==> config.mk <==
export PLATFORM = sky130hd
export DESIGN_NAME = lbx_exec
export DESIGN_NICKNAME = d
export VERILOG_FILES = /design/src/inc/lbx_pkg.sv /design/src/logic/lbx_decode.sv /design/src/logic/lbx_exec.sv
export SDC_FILE = /design/constraint.sdc
export NUM_CORES = 1
export LEC_CHECK = 0
export BUFFER_PORTS_ARGS = -buffer_cell sky130_fd_sc_hd__buf_2
export CAP_MARGIN = 25
export CORE_MARGIN = 2
export CORE_UTILIZATION = 47
export CTS_BUF_LIST = sky130_fd_sc_hd__clkbuf_16
export CTS_CLUSTER_DIAMETER = 120
export DETAILED_ROUTE_END_ITERATION = 10
export PLACE_DENSITY_LB_ADDON = 0.25
export RECOVER_POWER = 100
export SKIP_CTS_REPAIR_TIMING = 1
export SKIP_LAST_GASP = 1
export SLEW_MARGIN = 20
export SYNTH_ARGS = -nofsm -noshare
export SYNTH_HDL_FRONTEND = slang
export SYNTH_HIERARCHICAL = 1
export SYNTH_SLANG_ARGS = --single-unit
export TNS_END_PERCENT = 50
==> constraint.sdc <==
create_clock -name sys_clk -period 3.9 [get_ports sys_clk]
set_input_delay 0.78 -clock sys_clk [delete_from_list [all_inputs] [get_ports sys_clk]]
set_output_delay 0.78 -clock sys_clk [all_outputs]
set_load 0.01 [all_outputs]
==> src/inc/lbx_pkg.sv <==
// constants, opcode fields and operation codes for the logic and bit-op executor
// assumes 14-bit instruction words and an 8-bit data path
package lbx_pkg;

  // ****************************************************************
  // widths
  // ****************************************************************
  localparam int unsigned INSTR_W = 14;
  localparam int unsigned DATA_W  = 8;
  localparam int unsigned FADDR_W = 7;
  localparam int unsigned BIT_W   = 3;

  // ****************************************************************
  // field positions
  // ****************************************************************
  localparam int unsigned OP6_MSB   = 13;
  localparam int unsigned OP6_LSB   = 8;
  localparam int unsigned OP5_LSB   = 9;
  localparam int unsigned DEST_POS  = 7;
  localparam int unsigned BIT_MSB   = 8;
  localparam int unsigned BIT_LSB   = 6;
  localparam int unsigned BADDR_MSB = 5;
  localparam int unsigned LIT_MSB   = 7;

  // ****************************************************************
  // opcodes
  // ****************************************************************
  localparam logic [5:0] OPC_AND_LIT  = 6'h1b;
  localparam logic [5:0] OPC_AND_FILE = 6'h05;
  localparam logic [4:0] OPC_BIT_CLR  = 5'h08;
  localparam logic [4:0] OPC_BIT_SET  = 5'h09;
  localparam logic [4:0] OPC_SKIP_LO  = 5'h0a;
  localparam logic [4:0] OPC_SKIP_HI  = 5'h0b;

  // ****************************************************************
  // reset values
  // ****************************************************************
  localparam logic [7:0] ACC_RESET  = 8'h00;
  localparam logic       ZERO_RESET = 1'b0;

  typedef enum logic [2:0] {
    OP_IDLE_INSTRUCTION,
    OP_AND_LITERAL_INTO_ACCUMULATOR,
    OP_AND_ACCUMULATOR_WITH_FILE,
    OP_BIT_CLEAR_IN_FILE,
    OP_BIT_SET_IN_FILE,
    OP_TEST_BIT_SKIP_WHEN_LOW,
    OP_TEST_BIT_SKIP_WHEN_HIGH
  } lbx_op_e;

endpackage

==> src/logic/lbx_decode.sv <==
// instruction field decoder for the logic and bit-op executor
// assumes a stable instruction word; purely combinational
`timescale 1ns/10ps
`default_nettype none

module lbx_decode (
  input  wire logic [13:0]    instr_word,
  output var  lbx_pkg::lbx_op_e op,
  output logic      [6:0]     file_addr,
  output logic      [2:0]     bit_sel,
  output logic      [7:0]     literal,
  output logic                dest_file
);

  logic [5:0] op6;
  logic [4:0] op5;

  assign op6     = instr_word[lbx_pkg::OP6_MSB:lbx_pkg::OP6_LSB];
  assign op5     = instr_word[lbx_pkg::OP6_MSB:lbx_pkg::OP5_LSB];
  assign bit_sel = instr_word[lbx_pkg::BIT_MSB:lbx_pkg::BIT_LSB];
  assign literal = instr_word[lbx_pkg::LIT_MSB:0];
  assign dest_file = instr_word[lbx_pkg::DEST_POS];

  always_comb begin
    op        = lbx_pkg::OP_IDLE_INSTRUCTION;
    file_addr = instr_word[6:0];
    if (op6 == lbx_pkg::OPC_AND_LIT) begin
      op = lbx_pkg::OP_AND_LITERAL_INTO_ACCUMULATOR;
    end else if (op6 == lbx_pkg::OPC_AND_FILE) begin
      op = lbx_pkg::OP_AND_ACCUMULATOR_WITH_FILE;
    end else begin
      // bit ops reach only the low 64 file locations
      file_addr = {1'b0, instr_word[lbx_pkg::BADDR_MSB:0]};
      case (op5)
        lbx_pkg::OPC_BIT_CLR: op = lbx_pkg::OP_BIT_CLEAR_IN_FILE;
        lbx_pkg::OPC_BIT_SET: op = lbx_pkg::OP_BIT_SET_IN_FILE;
        lbx_pkg::OPC_SKIP_LO: op = lbx_pkg::OP_TEST_BIT_SKIP_WHEN_LOW;
        lbx_pkg::OPC_SKIP_HI: op = lbx_pkg::OP_TEST_BIT_SKIP_WHEN_HIGH;
        default:              op = lbx_pkg::OP_IDLE_INSTRUCTION;
      endcase
    end
  end

endmodule

`default_nettype wire

==> src/logic/lbx_exec.sv <==
// executor for the and, bit clear/set and bit test-and-skip instructions
// assumes the file space answers file_rd_data combinationally for file_addr
// and commits file_wr_* at the clock edge where file_wr_en_q is high
`timescale 1ns/10ps
`default_nettype none

module lbx_exec (
  input  wire logic       sys_clk,
  input  wire logic       reset,
  input  wire logic       instr_valid,
  input  wire logic [13:0] instr_word,
  input  wire logic [7:0] file_rd_data,
  input  wire logic       acc_load_en,
  input  wire logic [7:0] acc_load_data,
  output logic      [6:0] file_addr,
  output logic            file_wr_en_q,
  output logic      [6:0] file_wr_addr_q,
  output logic      [7:0] file_wr_data_q,
  output logic      [7:0] acc_q,
  output logic            zero_q,
  output logic            skip_pending_q,
  output logic            squashed_q,
  output logic            instr_done_q
);

  // ****************************************************************
  // decode
  // ****************************************************************
  lbx_pkg::lbx_op_e op;
  logic [2:0]       bit_sel;
  logic [7:0]       literal;
  logic             dest_file;
  logic [7:0]       operand;
  logic             tested_bit;
  logic             exec;

  lbx_decode u_decode (
    .instr_word (instr_word),
    .op         (op),
    .file_addr  (file_addr),
    .bit_sel    (bit_sel),
    .literal    (literal),
    .dest_file  (dest_file)
  );

  function automatic logic [7:0] bit_mask(input logic [2:0] idx);
    bit_mask = 8'h01 << idx;
  endfunction

  // a write still in flight must be seen by the very next instruction
  assign operand = (file_wr_en_q && (file_wr_addr_q == file_addr)) ? file_wr_data_q
                                                                   : file_rd_data;
  assign tested_bit = operand[bit_sel];
  assign exec       = instr_valid && !skip_pending_q;

  // ****************************************************************
  // execute
  // ****************************************************************
  logic [7:0] acc_d;
  logic       zero_d;
  logic       wr_en_d;
  logic [6:0] wr_addr_d;
  logic [7:0] wr_data_d;
  logic       skip_d;
  logic       squash_d;
  logic       done_d;
  logic [7:0] and_res;

  always_comb begin
    acc_d     = acc_q;
    zero_d    = zero_q;
    wr_en_d   = 1'b0;
    wr_addr_d = file_addr;
    wr_data_d = file_wr_data_q;
    skip_d    = skip_pending_q;
    squash_d  = 1'b0;
    done_d    = 1'b0;
    and_res   = acc_q & operand;
    if (instr_valid && skip_pending_q) begin
      // discarded word runs as an idle slot: the second test cycle
      skip_d   = 1'b0;
      squash_d = 1'b1;
    end else if (exec) begin
      done_d = 1'b1;
      case (op)
        lbx_pkg::OP_AND_LITERAL_INTO_ACCUMULATOR: begin
          acc_d  = acc_q & literal;
          zero_d = ((acc_q & literal) == 8'h00);
        end
        lbx_pkg::OP_AND_ACCUMULATOR_WITH_FILE: begin
          zero_d = (and_res == 8'h00);
          if (dest_file) begin
            wr_en_d   = 1'b1;
            wr_data_d = and_res;
          end else begin
            acc_d = and_res;
          end
        end
        lbx_pkg::OP_BIT_CLEAR_IN_FILE: begin
          wr_en_d   = 1'b1;
          wr_data_d = operand & ~bit_mask(bit_sel);
        end
        lbx_pkg::OP_BIT_SET_IN_FILE: begin
          wr_en_d   = 1'b1;
          wr_data_d = operand | bit_mask(bit_sel);
        end
        lbx_pkg::OP_TEST_BIT_SKIP_WHEN_LOW: begin
          skip_d = !tested_bit;
        end
        lbx_pkg::OP_TEST_BIT_SKIP_WHEN_HIGH: begin
          skip_d = tested_bit;
        end
        default: begin
        end
      endcase
    end else if (!instr_valid && acc_load_en) begin
      // the rest of the core loads the accumulator only between our words
      acc_d = acc_load_data;
    end
  end

  always_ff @(posedge sys_clk) begin
    if (reset) begin
      acc_q          <= lbx_pkg::ACC_RESET;
      zero_q         <= lbx_pkg::ZERO_RESET;
      file_wr_en_q   <= 1'b0;
      file_wr_addr_q <= 7'h00;
      file_wr_data_q <= 8'h00;
      skip_pending_q <= 1'b0;
      squashed_q     <= 1'b0;
      instr_done_q   <= 1'b0;
    end else begin
      acc_q          <= acc_d;
      zero_q         <= zero_d;
      file_wr_en_q   <= wr_en_d;
      file_wr_addr_q <= wr_addr_d;
      file_wr_data_q <= wr_data_d;
      skip_pending_q <= skip_d;
      squashed_q     <= squash_d;
      instr_done_q   <= done_d;
    end
  end
endmodule

`default_nettype wire

==> results.json <==
{
  "status": "completed",
  "cpLargestDelayFamily": "compound AO/OA/AOI/OAI gates",
  "synthesis.area_um2": 2070,
  "worstMarginPinSlew_ns": 1.07,
  "vias": 2090,
  "clk_latency_ns": 0.26,
  "path_class": "input port to flop",
  "drt-pass1-iter-count": 4,
  "fin_crit_ns": 3.51,
  "diodes": 0,
  "cp.buffers_inverters": 1,
  "hold_ws_ns": 0.540,
  "grt_pass1_wl_um": 9190,
  "dp_hpwl_um": 4360,
  "clock_skew_ns": 0.00280,
  "die_area_um2": 4950,
  "crit_chain": "clkbuf_1 > or4b_1 > a211oi_1 > xnor2_1 > nand4_2 > nor2_4 > mux2_1 > a2111oi_1 > o2111ai_1 > a31oi_1",
  "finalHoldViolCount": 0,
  "crit_path_end_kind": "flop",
  "fin_ws_ns": 0.388,
  "grt_pass1_vias": 1848,
  "core_area_um2": 4290,
  "place_congestion": 0.938,
  "drive_above_1_share_pct": 16.4,
  "area_growth_pct": 11.9,
  "fin_cells": 351,
  "finalCritPeriodShare_pct": 90.0,
  "ios": 69,
  "antenna_found_initial": 0,
  "clock_path_buffers": 2,
  "worst_setup_path_start_kind": "input port",
  "grt_max_degree": 25,
  "die_y_um": 70.3,
  "start_util_pct": 48.2,
  "gr-total-overflow": 0,
  "hold_path.class": "flop to flop",
  "peakVddDrop_v": 0.000168,
  "grt_usage_pct": 23.1,
  "slowest_delay_ns": 0.55,
  "yosys_register_bits": 28,
  "dr.first_iter.drc_count": 160,
  "io_buffers": 68,
  "root_buffer": "clkbuf_16",
  "drv_cap": 0,
  "ys_async_sr_fraction_pct": 0,
  "finalSetupViolations": 0,
  "crit_slowest_cell": "or4b_1",
  "regArea_um2": 561,
  "syn_area_per_cell_um2": 8.11,
  "fin_util_pct": 53.9,
  "regToRegSetupSlack_ns": 1.61,
  "layout.nets": 334,
  "dp_cells": 347,
  "route.detailed.drc": 0,
  "p_per_area_nw_per_um2": 300,
  "fp.dieW_um": 70.3,
  "synth-seq-area-share_pct": 27.1,
  "synth_flop_cell": "dfxtp_1",
  "rows": 24,
  "cts_buffers": 3,
  "nFillCells": 421,
  "fin_tns_setup_ns": 0,
  "leakage_nw": 0.800,
  "synthCells": 255,
  "clk_pin_slew_ns": 0.07,
  "cts_num_sinks": 28,
  "htree_levels": 1,
  "wl_per_cell_um": 16.7,
  "max-slew-margin-rel_pct": 28.9,
  "synth_nets": 289,
  "crit_arrival_ns": 3.70,
  "fmax_ghz": 0.285,
  "yosys_warnings": 6,
  "viasPerCell": 5.95,
  "routed_wl_um": 5860,
  "detail-route-antenna-nets": 0,
  "drv_slew": 0,
  "multiInputGateArea_um2": 1280,
  "rsz0062_at_grt": "false",
  "cts_tree": "yes",
  "synth_edf_count": 0,
  "place_ws_ns": 0.283,
  "cp_max_fo": 9,
  "crit_required_ns": 4.09,
  "yosysUniqueCellTypes": 55
}
cell type report:
type	count	area share (%)
inverters	3	0.486
repair buffers	71	13.7
multi-input cells	193	55.4
well taps	52	2.81
clock buffers	3	3.24
clock inverters	1	0.162
flip-flops and latches	28	24.2
cell usage in the layout, fill, tap and decap left out, drive strengths merged, types with 5 or more instances in the layout:
cell / count
a211oi: 13
a21oi: 23
a22oi: 5
and2: 5
buf: 34
clkbuf: 40
dfxtp: 28
nand2: 17
nand3: 7
nor2: 26
nor2b: 10
nor3: 5
o21ai: 21
xnor2: 8
where the power goes:
part / internal, mW / switching (mW) / total [mW]
Combinational: 0.0584 / 0.0845 / 0.143
Clock: 0.138 / 0.101 / 0.239
Sequential: 0.298 / 0.0138 / 0.312
per-layer routing:
| metal | part of all wire, % | GRT usage (%) | vias to the layer above |
|---|---|---|---|
| li1 | - | - | 1007 |
| met1 | 44 | 33.4 | 990 |
| met2 | 46 | 36.4 | 86 |
| met3 | 8.4 | 2.89 | 7 |
| met4 | 0.96 | 5.98 | 0 |
| met5 | 0 | 0 | - |
path summary, 6_finish.rpt:
kind / start / end / cells past startpoint
min reg2reg: file_wr_data_q[6] / file_wr_data_q[6] / 2
max reg2reg: file_wr_addr_q[2] / zero_q / 7
min: file_wr_data_q[6] / file_wr_data_q[6] / 2
max: instr_word[9] / zero_q / 10
flip-flops by register name, indices dropped and copies added (netlist names):
signal and count:
squashed_q 1, file_wr_addr_q 7, zero_q 1, file_wr_data_q 8, acc_q 8, file_wr_en_q 1
instr_done_q 1, skip_pending_q 1
cells in the mapped netlist, types with 5 or more instances:
cell type	number	share of area, %
nor3_1	5	1.2
and2_1	5	1.5
nand2_1	17	3.1
xnor2_1	8	3.4
buf_4	18	6.5
nor2b_1	10	3.0
o21ai_0	20	4.8
a21oi_1	23	5.6
nand3_1	7	1.7
dfxtp_1	28	27
a211oi_1	12	4.4
nor2_1	25	4.5
clkbuf_1	8	1.5
cell families after synthesis:
kind of cell    after synthesis  synth area share, %
buf+inv                      34                 10.4
mux                          12                 9.01
flops                        28                 27.1
compound gates               81                 25.5
simple gates                 92                 24.6
xor+xnor                      8                 3.39
per-stage QoR:
| step | power (mW) | area (um^2) |
|---|---|---|
| after global routing | 0.726 | 2310 |
| after floorplan | 0.418 | 2070 |
| after global placement | 0.463 | 2290 |
| final | 0.694 | 2310 |
| after CTS | 0.703 | 2370 |
| after detailed placement | 0.464 | 2290 |
tightest hold or removal path, cell delays in order (launching register included):
cell	delay [ns]
dfxtp_1	0.34
nor2_1	0.11
a211oi_1	0.05
Power figures use the tool's default switching activity.
